===== src/rtl/vsacsr_pkg.sv =====
// Constants, offsets and field positions of the VME-side adapter register bank
// ==========================================================================
// Function
// - Read-modify-write sets start; DMA begins then
// - Held PCI requests forwarded once unblocked
// - Window decodes as four eight-byte groups
// - Byte and word access only, no longword
// - Loopback bits redirect window; DMA blocked
// - Command bit 7 clears sticky errors
// - Command bit 6 clears received doorbell
// - Command bit 5 drives outgoing doorbell
// - Command bit 4 blocks backplane interrupts
// - Command bit 2 blocks interrupts to PCI
// - Status bit 7: sticky fiber data error
// - Status bit 6: sticky remote bus error
// - Status bit 2: DMA and access timeouts
// - Status bit 1 while doorbell unacknowledged
// - Status bit 0 live; remote accesses fail
// - Modifier driven only in DMA cycles
// - DMA command bit 7 starts the DMA
// - DMA command bit 1 flags DMA finished
package vsacsr_pkg;
    // ==========================================================================
    // Timing
    localparam int unsigned CLK_MHZ = 250;
    localparam int unsigned DMA_TMO_US = 16000;
    localparam int unsigned REM_TMO_US = 30000;
    localparam int unsigned DMA_TMO_CYC = DMA_TMO_US * CLK_MHZ;
    localparam int unsigned REM_TMO_CYC = REM_TMO_US * CLK_MHZ;
    localparam int unsigned TMO_W = 24;
    // ==========================================================================
    // Window layout
    localparam logic [4:0] OFF_LOOPBACK = 5'h00;
    localparam logic [4:0] OFF_LCMD = 5'h01;
    localparam logic [4:0] OFF_LSTAT = 5'h03;
    localparam logic [4:0] OFF_DMA_AM = 5'h04;
    localparam logic [4:0] OFF_IRQ_VEC = 5'h07;
    localparam logic [4:0] OFF_DMA_CMD = 5'h10;
    localparam logic [1:0] GRP_LOCAL_NODE = 2'h0;
    localparam logic [1:0] GRP_REMOTE_NODE = 2'h1;
    localparam logic [1:0] GRP_LOCAL_DMA = 2'h2;
    localparam logic [1:0] GRP_REMOTE_DMA = 2'h3;
    // ==========================================================================
    // Field positions
    localparam int LB_LOCAL = 0;
    localparam int LB_REMOTE = 1;
    localparam int CMD_CLR_ERR = 7;
    localparam int CMD_CLR_RX = 6;
    localparam int CMD_SEND_TX = 5;
    localparam int CMD_BLOCK_VME = 4;
    localparam int CMD_BLOCK_PCI = 2;
    localparam int DC_START = 7;
    localparam int DC_DONE = 1;
    // ==========================================================================
    // Reset values and masks
    localparam logic [1:0] LOOPBACK_RST = 2'h0;
    localparam logic [7:0] LCMD_RST = 8'h00;
    localparam logic [7:0] LCMD_RW_MASK = 8'h34;
    localparam logic [7:0] AM_RST = 8'h00;
    localparam logic [7:0] IRQ_VEC_RST = 8'hff;
    localparam logic [7:0] DMA_OPT_RST = 8'h00;
    localparam logic [7:0] DMA_OPT_MASK = 8'h3d;
    // Synchronised pin order
    localparam int NSYNC = 5;
    localparam int SI_FIBER = 0;
    localparam int SI_BUSERR = 1;
    localparam int SI_RX = 2;
    localparam int SI_ACK = 3;
    localparam int SI_OFF = 4;
endpackage


===== src/rtl/vsacsr_tmo_if.sv =====
// Run and expiry pair between the register bank and a timeout counter
`timescale 1ns/1ps
interface vsacsr_tmo_if;
    logic run;
    logic expired;
    modport ctl (output run, input expired);
    modport tmr (input run, output expired);
endinterface // vsacsr_tmo_if


===== src/rtl/vsacsr_sync2.sv =====
// Two-stage synchroniser for pin levels from outside the board clock
`timescale 1ns/1ps
module vsacsr_sync2 import vsacsr_pkg::*; #(
    parameter int W = NSYNC
) (
    // Clock and reset
    input wire logic clk_in,
    input wire logic resetn_in,
    // Levels
    input wire logic [W-1:0] async_in,
    output logic [W-1:0] sync_out
);
    logic [W-1:0] meta_q;
    logic [W-1:0] sync_q;

    genvar i;
    generate
        for (i = 0; i < W; i++) begin : g_bit
            always_ff @(posedge clk_in) begin
                if (!resetn_in) begin
                    meta_q[i] <= 1'b0;
                    sync_q[i] <= 1'b0;
                end else begin
                    meta_q[i] <= async_in[i];
                    sync_q[i] <= meta_q[i];
                end
            end
        end
    endgenerate

    assign sync_out = sync_q;
endmodule // vsacsr_sync2


===== src/rtl/vsacsr_timeout.sv =====
// Timeout counter: one pulse after LIMIT cycles of continuous run
`timescale 1ns/1ps
module vsacsr_timeout import vsacsr_pkg::*; #(
    parameter int unsigned LIMIT = DMA_TMO_CYC
) (
    // Clock and reset
    input wire logic clk_in,
    input wire logic resetn_in,
    // Control
    vsacsr_tmo_if.tmr tmo
);
    localparam logic [TMO_W-1:0] LAST = TMO_W'(LIMIT - 1);
    logic [TMO_W-1:0] cnt_q;
    logic hit_q;
    logic expired_q;

    // Saturates after firing so one stuck run gives one pulse
    always_ff @(posedge clk_in) begin
        if (!resetn_in || !tmo.run) begin
            cnt_q <= '0;
            hit_q <= 1'b0;
            expired_q <= 1'b0;
        end else begin
            expired_q <= (cnt_q == LAST) && !hit_q;
            if (cnt_q == LAST) begin
                hit_q <= 1'b1;
            end else begin
                cnt_q <= cnt_q + 1'b1;
            end
        end
    end

    assign tmo.expired = expired_q;
endmodule // vsacsr_timeout


===== src/rtl/vsacsr_top.sv =====
// VME-side local node register bank with DMA command control
`timescale 1ns/1ps
module vsacsr_top import vsacsr_pkg::*; #(
    parameter int unsigned DMA_TMO_CYCLES = DMA_TMO_CYC,
    parameter int unsigned REM_TMO_CYCLES = REM_TMO_CYC
) (
    // Clock and reset
    input wire logic MCLK_IN,
    input wire logic RESETN_IN,
    // I/O window access from the VME slave decoder
    input wire logic IO_RD_IN,
    input wire logic IO_WR_IN,
    input wire logic IO_WORD_IN,
    input wire logic IO_LONG_IN,
    input wire logic [4:0] IO_ADDR_IN,
    input wire logic [15:0] IO_WDATA_IN,
    output logic IO_ACK_OUT,
    output logic IO_ERR_OUT,
    output logic [15:0] IO_RDATA_OUT,
    // Accesses handed on to other register groups
    output logic FWD_REQ_OUT,
    output logic [1:0] FWD_GROUP_OUT,
    // Cable and remote event pins
    input wire logic FIBER_ERR_IN,
    input wire logic REMOTE_BUS_ERR_IN,
    input wire logic FROM_PCI_DOORBELL_IN,
    input wire logic TO_PCI_ACK_IN,
    input wire logic REMOTE_OFF_IN,
    output logic TO_PCI_DOORBELL_OUT,
    output logic FROM_PCI_DOORBELL_CLR_OUT,
    // DMA engine
    input wire logic DMA_FINISH_IN,
    input wire logic DMA_CYCLE_IN,
    input wire logic REMOTE_ACC_BUSY_IN,
    output logic DMA_START_OUT,
    output logic DMA_BUSY_OUT,
    output logic DMA_ABORT_OUT,
    output logic REMOTE_ACC_ABORT_OUT,
    output logic [7:0] DMA_OPTIONS_OUT,
    output logic [7:0] DMA_AM_OUT,
    output logic DMA_AM_EN_OUT,
    // Loopback and backplane interrupt
    output logic LOCAL_LOOPBACK_OUT,
    output logic REMOTE_LOOPBACK_OUT,
    output logic VME_IRQ_OUT,
    output logic [7:0] IRQ_VECTOR_OUT
);
    // ==========================================================================
    // Decode helpers
    function automatic logic hit(input logic [4:0] addr, input logic word,
                                 input logic [4:0] off);
        hit = word ? (addr[4:1] == off[4:1]) : (addr == off);
    endfunction

    // Big-endian word: even offset on the high lane
    function automatic logic [7:0] lane(input logic word, input logic [15:0] wd,
                                        input logic [4:0] off);
        lane = (word && !off[0]) ? wd[15:8] : wd[7:0];
    endfunction

    // ==========================================================================
    // State
    logic [1:0] lb_q;
    logic [7:0] lcmd_q;
    logic [7:0] am_q;
    logic [7:0] vec_q;
    logic [7:0] dopt_q;
    logic busy_q;
    logic done_q;
    logic fiber_q;
    logic buserr_q;
    logic tmo_q;
    logic rx_q;
    logic tx_q;
    logic door_q;
    logic door_prev_q;
    logic rxclr_q;
    logic start_q;
    logic irq_q;
    logic ack_q;
    logic err_q;
    logic fwd_q;
    logic [1:0] fwd_grp_q;
    logic [15:0] rdata_q;
    logic [NSYNC-1:0] pin_prev_q;
    logic [NSYNC-1:0] pin_s;

    vsacsr_tmo_if dma_tmo ();
    vsacsr_tmo_if rem_tmo ();

    vsacsr_sync2 #(.W(NSYNC)) u_sync (
        .clk_in(MCLK_IN),
        .resetn_in(RESETN_IN),
        .async_in({REMOTE_OFF_IN, TO_PCI_ACK_IN, FROM_PCI_DOORBELL_IN,
                   REMOTE_BUS_ERR_IN, FIBER_ERR_IN}),
        .sync_out(pin_s)
    );

    vsacsr_timeout #(.LIMIT(DMA_TMO_CYCLES)) u_dma_tmo (
        .clk_in(MCLK_IN),
        .resetn_in(RESETN_IN),
        .tmo(dma_tmo.tmr)
    );

    vsacsr_timeout #(.LIMIT(REM_TMO_CYCLES)) u_rem_tmo (
        .clk_in(MCLK_IN),
        .resetn_in(RESETN_IN),
        .tmo(rem_tmo.tmr)
    );

    assign dma_tmo.run = busy_q;
    assign rem_tmo.run = REMOTE_ACC_BUSY_IN;

    // ==========================================================================
    // Access decode
    wire io_req = IO_RD_IN || IO_WR_IN;
    wire [1:0] grp = IO_ADDR_IN[4:3];
    wire bad_size = IO_LONG_IN || (IO_WORD_IN && IO_ADDR_IN[0]);
    wire is_dcmd = hit(IO_ADDR_IN, IO_WORD_IN, OFF_DMA_CMD);
    wire is_local = (grp == GRP_LOCAL_NODE) || is_dcmd;
    wire remote_off = pin_s[SI_OFF];
    wire off_fail = remote_off && (grp == GRP_REMOTE_NODE || grp == GRP_REMOTE_DMA);
    wire local_ans = io_req && (is_local || bad_size || off_fail);
    wire fwd_go = io_req && !is_local && !bad_size && !off_fail;
    wire wr_ok = IO_WR_IN && is_local && !bad_size;

    wire wr_lb = wr_ok && hit(IO_ADDR_IN, IO_WORD_IN, OFF_LOOPBACK);
    wire wr_lcmd = wr_ok && hit(IO_ADDR_IN, IO_WORD_IN, OFF_LCMD);
    wire wr_am = wr_ok && hit(IO_ADDR_IN, IO_WORD_IN, OFF_DMA_AM);
    wire wr_vec = wr_ok && hit(IO_ADDR_IN, IO_WORD_IN, OFF_IRQ_VEC);
    wire wr_dcmd = wr_ok && is_dcmd;
    wire [7:0] d_lb = lane(IO_WORD_IN, IO_WDATA_IN, OFF_LOOPBACK);
    wire [7:0] d_lcmd = lane(IO_WORD_IN, IO_WDATA_IN, OFF_LCMD);
    wire [7:0] d_am = lane(IO_WORD_IN, IO_WDATA_IN, OFF_DMA_AM);
    wire [7:0] d_vec = lane(IO_WORD_IN, IO_WDATA_IN, OFF_IRQ_VEC);
    wire [7:0] d_dcmd = lane(IO_WORD_IN, IO_WDATA_IN, OFF_DMA_CMD);

    // Write-only command pulses
    wire clr_err = wr_lcmd && d_lcmd[CMD_CLR_ERR];
    wire clr_rx = wr_lcmd && d_lcmd[CMD_CLR_RX];

    // DMA start refused while running or in either loopback mode
    wire start_go = wr_dcmd && d_dcmd[DC_START] && !busy_q && (lb_q == 2'h0);
    wire done_clr = wr_dcmd && !d_dcmd[DC_DONE];
    wire dma_end = busy_q && (DMA_FINISH_IN || dma_tmo.expired);

    // ==========================================================================
    // Event edges from synchronised pins and from the registered outgoing doorbell
    wire rx_rise = pin_s[SI_RX] && !pin_prev_q[SI_RX];
    wire ack_rise = pin_s[SI_ACK] && !pin_prev_q[SI_ACK];
    wire tx_rise = door_q && !door_prev_q;

    // ==========================================================================
    // Read view
    wire [7:0] v_lcmd = lcmd_q & LCMD_RW_MASK;
    wire [7:0] v_stat = {fiber_q, buserr_q, rx_q, 2'b00, tmo_q, tx_q, remote_off};
    wire [7:0] v_dcmd = {busy_q, dopt_q[6:2], done_q, dopt_q[0]};

    function automatic logic [7:0] byte_at(input logic [4:0] off);
        if (off == OFF_LOOPBACK) begin
            byte_at = {6'h00, lb_q};
        end else if (off == OFF_LCMD) begin
            byte_at = v_lcmd;
        end else if (off == OFF_LSTAT) begin
            byte_at = v_stat;
        end else if (off == OFF_DMA_AM) begin
            byte_at = am_q;
        end else if (off == OFF_IRQ_VEC) begin
            byte_at = vec_q;
        end else if (off == OFF_DMA_CMD) begin
            byte_at = v_dcmd;
        end else begin
            byte_at = 8'h00;
        end
    endfunction

    wire [4:0] even_addr = {IO_ADDR_IN[4:1], 1'b0};
    wire [4:0] odd_addr = {IO_ADDR_IN[4:1], 1'b1};
    wire [15:0] rd_word = {byte_at(even_addr), byte_at(odd_addr)};
    wire [15:0] rd_byte = {8'h00, byte_at(IO_ADDR_IN)};
    wire [15:0] rd_d = (IO_RD_IN && is_local && !bad_size)
                       ? (IO_WORD_IN ? rd_word : rd_byte) : 16'h0000;

    // ==========================================================================
    // Bus answer
    always_ff @(posedge MCLK_IN) begin
        if (!RESETN_IN) begin
            ack_q <= 1'b0;
            err_q <= 1'b0;
            fwd_q <= 1'b0;
            fwd_grp_q <= GRP_LOCAL_NODE;
            rdata_q <= 16'h0000;
        end else begin
            ack_q <= local_ans;
            err_q <= local_ans && (bad_size || off_fail);
            fwd_q <= fwd_go;
            fwd_grp_q <= fwd_go ? grp : fwd_grp_q;
            rdata_q <= rd_d;
        end
    end

    // ==========================================================================
    // Software-written registers
    always_ff @(posedge MCLK_IN) begin
        if (!RESETN_IN) begin
            lb_q <= LOOPBACK_RST;
            lcmd_q <= LCMD_RST;
            am_q <= AM_RST;
            vec_q <= IRQ_VEC_RST;
            dopt_q <= DMA_OPT_RST;
        end else begin
            lb_q <= wr_lb ? d_lb[LB_REMOTE:LB_LOCAL] : lb_q;
            lcmd_q <= wr_lcmd ? (d_lcmd & LCMD_RW_MASK) : lcmd_q;
            am_q <= wr_am ? d_am : am_q;
            vec_q <= wr_vec ? d_vec : vec_q;
            // Options frozen while a transfer runs
            dopt_q <= (wr_dcmd && !busy_q) ? (d_dcmd & DMA_OPT_MASK) : dopt_q;
        end
    end

    // ==========================================================================
    // DMA control and sticky status
    always_ff @(posedge MCLK_IN) begin
        if (!RESETN_IN) begin
            busy_q <= 1'b0;
            done_q <= 1'b0;
            start_q <= 1'b0;
            fiber_q <= 1'b0;
            buserr_q <= 1'b0;
            tmo_q <= 1'b0;
            rx_q <= 1'b0;
            tx_q <= 1'b0;
            rxclr_q <= 1'b0;
            pin_prev_q <= '0;
        end else begin
            start_q <= start_go;
            busy_q <= start_go || (busy_q && !dma_end);
            // Finish wins over a same-cycle software clear
            done_q <= dma_end || (done_q && !start_go && !done_clr);
            // Hardware set wins over the clear-errors write
            fiber_q <= pin_s[SI_FIBER] || (fiber_q && !clr_err);
            buserr_q <= pin_s[SI_BUSERR] || (buserr_q && !clr_err);
            tmo_q <= dma_tmo.expired || rem_tmo.expired || (tmo_q && !clr_err);
            rx_q <= rx_rise || (rx_q && !clr_rx);
            tx_q <= tx_rise || (tx_q && !ack_rise);
            rxclr_q <= clr_rx;
            pin_prev_q <= pin_s;
        end
    end

    // ==========================================================================
    // Interrupt outputs
    wire tx_want = lcmd_q[CMD_SEND_TX] && !lcmd_q[CMD_BLOCK_PCI];
    wire vme_want = ((done_q && dopt_q[2]) || rx_q) && !lcmd_q[CMD_BLOCK_VME];

    // A request raised under the block stays in the command bit and goes out on unblock
    always_ff @(posedge MCLK_IN) begin
        if (!RESETN_IN) begin
            door_q <= 1'b0;
            door_prev_q <= 1'b0;
            irq_q <= 1'b0;
        end else begin
            door_q <= tx_want;
            door_prev_q <= door_q;
            irq_q <= vme_want;
        end
    end

    // ==========================================================================
    // Outputs
    assign IO_ACK_OUT = ack_q;
    assign IO_ERR_OUT = err_q;
    assign IO_RDATA_OUT = rdata_q;
    assign FWD_REQ_OUT = fwd_q;
    assign FWD_GROUP_OUT = fwd_grp_q;
    assign TO_PCI_DOORBELL_OUT = door_q;
    assign FROM_PCI_DOORBELL_CLR_OUT = rxclr_q;
    assign DMA_START_OUT = start_q;
    assign DMA_BUSY_OUT = busy_q;
    assign DMA_ABORT_OUT = dma_tmo.expired;
    assign REMOTE_ACC_ABORT_OUT = rem_tmo.expired;
    assign DMA_OPTIONS_OUT = dopt_q;
    assign DMA_AM_OUT = DMA_CYCLE_IN ? am_q : 8'h00;
    assign DMA_AM_EN_OUT = DMA_CYCLE_IN;
    assign LOCAL_LOOPBACK_OUT = lb_q[LB_LOCAL];
    assign REMOTE_LOOPBACK_OUT = lb_q[LB_REMOTE];
    assign VME_IRQ_OUT = irq_q;
    assign IRQ_VECTOR_OUT = vec_q;
endmodule // vsacsr_top


===== config.mk =====
export PLATFORM = sky130hd
export DESIGN_NAME = vsacsr_top
export DESIGN_NICKNAME = d
export VERILOG_FILES = /design/src/rtl/vsacsr_pkg.sv /design/src/rtl/vsacsr_tmo_if.sv /design/src/rtl/vsacsr_sync2.sv /design/src/rtl/vsacsr_timeout.sv /design/src/rtl/vsacsr_top.sv
export SDC_FILE = /design/constraint.sdc
export NUM_CORES = 1
export LEC_CHECK = 0
export ABC_AREA = 0
export BUFFER_PORTS_ARGS = -buffer_cell sky130_fd_sc_hd__buf_2
export CAP_MARGIN = 20
export CORE_MARGIN = 2
export CORE_UTILIZATION = 36
export CTS_CLUSTER_DIAMETER = 120
export DETAILED_ROUTE_END_ITERATION = 12
export PLACE_DENSITY = 0.61
export SLEW_MARGIN = 20
export SYNTH_ARGS = -nofsm -noshare
export SYNTH_HDL_FRONTEND = slang
export SYNTH_SLANG_ARGS = --single-unit

===== constraint.sdc =====
create_clock -name MCLK_IN -period 4.1 [get_ports MCLK_IN]
set_clock_uncertainty 0.15 [all_clocks]
set_input_delay 0.615 -clock MCLK_IN [delete_from_list [all_inputs] [get_ports MCLK_IN]]
set_output_delay 0.615 -clock MCLK_IN [all_outputs]
set_load 0.02 [all_outputs]

# --- After elaboration in Yosys (flattened, before gate mapping) ---
# Cells that the tools add are included.
word_totals:
  ff_bits: 125
  in_bits: 35
  output_inout_bits: 55
  wordCells: 168
op_classes:
  addsub: 2
  eq_ne: 13
  muxes: 21
  bitwise_logic: 3
  reduce_logical: 88
op_table:
  columns: ["operator", "n"]
  rows:
  - ["$mux 8", 15]
  - ["$add 24x1->24 const B", 2]
  - ["$logic_and 1x1->1", 40]
  - ["$eq 24x22->1 const B", 1]
  - ["$eq 24x23->1 const B", 1]
  - ["$logic_not 1->1", 20]
  - ["$logic_or 1x1->1", 19]
  - ["$logic_not 5->1", 3]
  - ["$eq 5x3->1 const B", 2]
  - ["$eq 4x2->1 const B", 2]
  - ["$eq 5x1->1 const B", 1]
  - ["$eq 5x2->1 const B", 1]
  - ["$eq 5x5->1 const B", 1]
  - ["$mux 1", 5]
  - ["$eq 4x1->1 const B", 1]
  - ["$eq 4x4->1 const B", 1]
  - ["$logic_not 2->1", 2]
  - ["$logic_not 4->1", 1]
  - ["$reduce_or 4->1", 1]
  - ["$not 1->1", 3]
  - ["$reduce_and 3->1", 1]
  - ["$eq 2x1->1 const B", 1]
  - ["$eq 2x2->1 const B", 1]
  - ["$mux 2", 1]
  - ["$reduce_and 2->1", 1]

# --- Longest topological paths before layout ---
logic_depth:
  word_depth: 13
  ltp_mapped: 8
  depth_no_buf: 6

# --- By module ---
# From an unflattened synthesis, not the netlist that was laid out.
unflattened:
  cells_unflattened: 615
  area_unflattened_um2: 5542.8
modules_own_cells:
  columns: ["module", "instances", "cells_each", "area_per_inst_um2", "seq_area_each_um2"]
  rows:
  - ["vsacsr_top", 1, 297, 2760.1, 1221.2]
  - ["vsacsr_timeout (u_dma_tmo)", 1, 152, 1285.0, 520.5]
  - ["vsacsr_timeout (u_rem_tmo)", 1, 146, 1234.9, 520.5]
  - ["vsacsr_sync2", 1, 20, 262.8, 200.2]

# --- Worst setup path after synthesis ---
# No wires, ideal clock.
synth_path:
  kind: "input-to-reg"
  from: "in IO_ADDR_IN[4]"
  to: "reg tmo_q"
  setup_time_ns: 0.118
  arrival_ns: 1.934
  required_time_ns: 3.832
  setup_slack_ns: 1.898
  stages: 6
  path_buffers: 1
  path_cell_list: "buf_6 -> or4_4 -> nor3_4 -> nand2_2 -> a211oi_2 -> nor2b_1"
synth_via:
  elab_chain_len: 10
  word_cells_on_any_way: 15
  cone_classes: "eq/ne (3); mux (2); reduce/logical (10)"
synth_rtl:
  columns: ["element", "line", "source"]
  rows:
  - ["start, declared", "vsacsr_top.sv:15", "input wire logic [4:0] IO_ADDR_IN,"]
  - ["$eq 5x5->1 / $eq 4x4->1 (equally long branches)", "vsacsr_top.sv:52", "hit = word ? (addr[4:1] == off[4:1]) : (addr == off);"]
  - ["$mux 1", "vsacsr_top.sv:52", null]
  - ["$logic_or 1x1->1", "vsacsr_top.sv:120", "wire is_local = (grp == GRP_LOCAL_NODE) || is_dcmd;"]
  - ["$logic_and 1x1->1 (2 in series)", "vsacsr_top.sv:125", "wire wr_ok = IO_WR_IN && is_local && !bad_size;"]
  - ["$logic_and 1x1->1 (*)", "vsacsr_top.sv:128", "wire wr_lcmd = wr_ok && hit(IO_ADDR_IN, IO_WORD_IN, OFF_LCMD);"]
  - ["$logic_and 1x1->1 (*)", "vsacsr_top.sv:139", "wire clr_err = wr_lcmd && d_lcmd[CMD_CLR_ERR];"]
  - ["$logic_not 1->1 (*)", "vsacsr_top.sv:243", "tmo_q <= dma_tmo.expired || rem_tmo.expired || (tmo_q && !clr_err);"]
  - ["$logic_and 1x1->1 (*)", "vsacsr_top.sv:243", null]
  - ["$logic_or 1x1->1 (*)", "vsacsr_top.sv:243", null]
  - ["end signal, assigned", "vsacsr_top.sv:243", null]
  - ["end, declared", "vsacsr_top.sv:72", "logic tmo_q;"]
# Every way passes the cells marked *; elsewhere a longest branch is shown, timed or not.
# A chain may end at the register's enable or synchronous reset.

# --- Worst setup path after layout ---
layout_path:
  from: "in IO_ADDR_IN[4]"
  to: "reg dopt_q[3], in the netlist DMA_OPTIONS_OUT[3]"
layout_via:
  elab_chain_len: 7
  word_cells_on_any_way: 9
  cone_classes: "eq/ne (2); mux (1); reduce/logical (6)"
layout_rtl:
  columns: ["element", "line", "source"]
  rows:
  - ["$eq 5x5->1 / $eq 4x4->1 (equally long branches)", "vsacsr_top.sv:52", null]
  - ["$mux 1", "vsacsr_top.sv:52", null]
  - ["$logic_or 1x1->1", "vsacsr_top.sv:120", null]
  - ["$logic_and 1x1->1 (2 in series)", "vsacsr_top.sv:125", null]
  - ["$logic_and 1x1->1 (*)", "vsacsr_top.sv:131", "wire wr_dcmd = wr_ok && is_dcmd;"]
  - ["$logic_and 1x1->1 (*)", "vsacsr_top.sv:217", "dopt_q <= (wr_dcmd && !busy_q) ? (d_dcmd & DMA_OPT_MASK) : dopt_q;"]
  - ["end signal, assigned", "vsacsr_top.sv:217", null]
  - ["end, declared", "vsacsr_top.sv:67", "logic [7:0] dopt_q;"]
# Marks and branches as above.

==> reports/results.ini <==
[cts]
clk_latency_ps=410
path_clk_slew_ps=50
cts_setup_buffers=0
htree_num_levels=4
clockRootBuffer=clkbuf_16
numCtsBuffers=17
hold_buffers=0
cts_buffer_depth=2
cts-resized-gates=0
clock_sinks=123
cts_tree=built

[floorplanning]
io_pins=90
dieArea_sq_um=16200
initial_core_util_pct=36.4
rows=45
die_y_um=127
core_area_sq_um=15000
die_w_um=127

[logic_synthesis]
synth.avg_cell_area_sq_um=8.90
ys_seq_area_share_pct=45.0
syn_area_sq_um=5480
ys_seq_elements=123
synth-adder-area-share_pct=0.457
synthFlopType=dfxtp_1
yosysWarnings=0
synth_xor_area_share_pct=6.72
async_reset_ff_share_pct=0
synth-edff-count=0
synthDistinctLibCells=61
yosysTopAreaCellShare_pct=45.0
syn_inst=615
yosys.area_share.simple_pct=27.9
synth_top_family_by_area=simple AND/OR/NAND/NOR gates
synth_top_area_cell=dfxtp_1
synth.area.top_cells=dfxtp_1, mux2i_1, nor2_1
synth_mux_area_share_pct=5.71
synth_compound_area_share_pct=10.3

[status]
status=completed

[finish]
post-route-util_pct=43.5
layout-drive-gt1-share_pct=18.5
layout_commonest_cell=dfxtp_1
design_area_sq_um=6540
n_antenna_cell=0
final_cell_mix=dfxtp_1, buf_2, nor2_1
nets=726
areaGrowthSynthToFinish_pct=19.5

[grt]
grt.overflow.total=0
antenna_found_initial=0
grt_util_all_layers_pct=18.0
grt_pass1_vias=4422
grt_pass1_wl_um=22900
grt_start_max_net_pins=48

[worst_setup_path]
reg2reg_setup_slack_ps=1860
required_ps=4250
r2r_end=u_dma_tmo.cnt_q[20]$_SDFFE_PP0P_
r2r_cells=6
worstSetupEndpointType=flop
critPathKind=in -> reg
reg2reg_from=u_dma_tmo.cnt_q[0]$_SDFFE_PP0P_
startpoint=IO_ADDR_IN[4]
cp_max_fo=19
startpoint_type=primary input
crit_end=DMA_OPTIONS_OUT[3]$_SDFFE_PN0P_
arrival_ps=2440

[detailed_routing]
avgRoutedWirePerCell_um=16.1
firstDrtPassIters=5
drc_errors=0
postRouteAntennaNets=0
vias=4751
drt_iter0_drc=406
routed_wl_um=14400
drt-vias-per-instance=5.34

[timing]
worst_slew_pin_slew_ps=829
max_slew_margin_pct=44.2
period_minus_slack_ps=2290
holdWs_ps=262
finalSetupViolCount=0
report.final.slew_viol_count=0
final.setup.tns_ps=0
fin_crit_sh_pct=56.0
max_freq_ghz=0.436
hold_violations=0
rsz0062_at_grt=false

[run]
cap_violations=0

[pwr]
swShare_pct=22.0
power_frac_seq_pct=44.4
p_leak_nw=2.63
internal-power_mw=2.13
total_power_mw=2.74
p_switching_mw=0.602
power.share.combinational_pct=5.1
ir_drop_v=0.000292
powerDensity_nw_per_um2=418
clockPowerShare_pct=50.5

[place]
postPlaceCellArea_sq_um=5990
routabilityCongestion=0.956
place_hpwl_um=10500
io_buffers=86

[min_path]
min-delay-path-class=in -> reg

[per-layer routing]
| layer | wire length, um | GRT usage (%) |
|---|---|---|
| met2 | 6660 | 28.8 |
| met4 | 442 | 8.92 |
| met1 | 6380 | 22.6 |
| met3 | 876 | 4.52 |
| met5 | 0 | 0 |
[cell type report]
cell class / instances / area [sq um]
clock buffers: 25 / 485
flip-flops and latches: 123 / 2460
clock inverters: 7 / 65.1
inverters: 10 / 37.5
well taps: 188 / 235
repair buffers: 88 / 445
fillers: 1520 / 8490
multi-input cells: 449 / 2810
[power groups by stage]
stage | logic (mW) | clock network [mW] | registers (mW)
2_1_floorplan | 0.0865 | 0 | 1.24
3_3_place_gp | 0.137 | 0 | 1.24
3_5_place_dp | 0.139 | 0 | 1.24
4_1_cts | 0.139 | 1.41 | 1.22
5_1_grt | 0.152 | 1.47 | 1.22
6_report | 0.140 | 1.38 | 1.22
[synthesized netlist by cell type, types with 6 or more instances]
cell type and count:
a21oi_1 23, xor2_1 12, inv_1 10, nor2b_1 13, mux2i_1 29, nor4_1 14, clkbuf_1 24, a22oi_1 6
nand2_1 62, nand3_1 25, nand4_1 9, dfxtp_1 123, o21ai_0 18, xnor2_1 30, nor3_1 14, o211a_1 11
and2_1 22, nor2_1 72, and3_1 14, or3_1 6, nor4b_1 6
[how the worst min path moves through the flow]
stage,from,end,slack [ps],cells past startpoint
final,TO_PCI_ACK_IN,u_sync.meta_q[3]$_SDFF_PN0_,260,2
after detailed placement,u_rem_tmo.hit_q$_SDFFE_PP0N_,u_rem_tmo.tmo.expired$_SDFF_PP0_,260,1
after CTS,TO_PCI_ACK_IN,u_sync.meta_q[3]$_SDFF_PN0_,240,2
after floorplan,u_rem_tmo.hit_q$_SDFFE_PP0N_,u_rem_tmo.tmo.expired$_SDFF_PP0_,250,1
after global placement,u_dma_tmo.hit_q$_SDFFE_PP0N_,u_dma_tmo.tmo.expired$_SDFF_PP0_,260,1
after global routing,TO_PCI_ACK_IN,u_sync.meta_q[3]$_SDFF_PN0_,250,2
[kinds of logic after synthesis]
logic type	Yosys count
fa+ha+maj	2
mux	31
buf+inv	45
xor+xnor	42
simple gates	287
flops	123
compound gates	84
other cells	1
[registers in the layout (all words and copies together) (netlist names), 2 cells and up]
| signal | count |
|---|---|
| FWD_GROUP_OUT | 2 |
| u_sync.meta_q | 5 |
| u_rem_tmo.cnt_q | 24 |
| am_q | 8 |
| lcmd_q | 3 |
| u_dma_tmo.cnt_q | 24 |
| IO_RDATA_OUT | 16 |
| pin_prev_q | 2 |
| lb_q | 2 |
| u_sync.sync_out | 5 |
| DMA_OPTIONS_OUT | 5 |
| IRQ_VECTOR_OUT | 8 |
[metrics by stage]
stage | cells | worst slack, ps
floorplan | 617 | 1900
global placement | 858 | 1450
detailed placement | 858 | 1410
CTS | 890 | 1850
global route | 890 | 1570
finish | 890 | 1810
[worst max-delay path, cell delays in order]
cell and delay (ps):
buf_2 290, nor4b_2 750, nand3_2 290, nor2_4 280
nand2_1 90, o211a_1 130
Note: power is estimated with default switching activity, not from simulation.
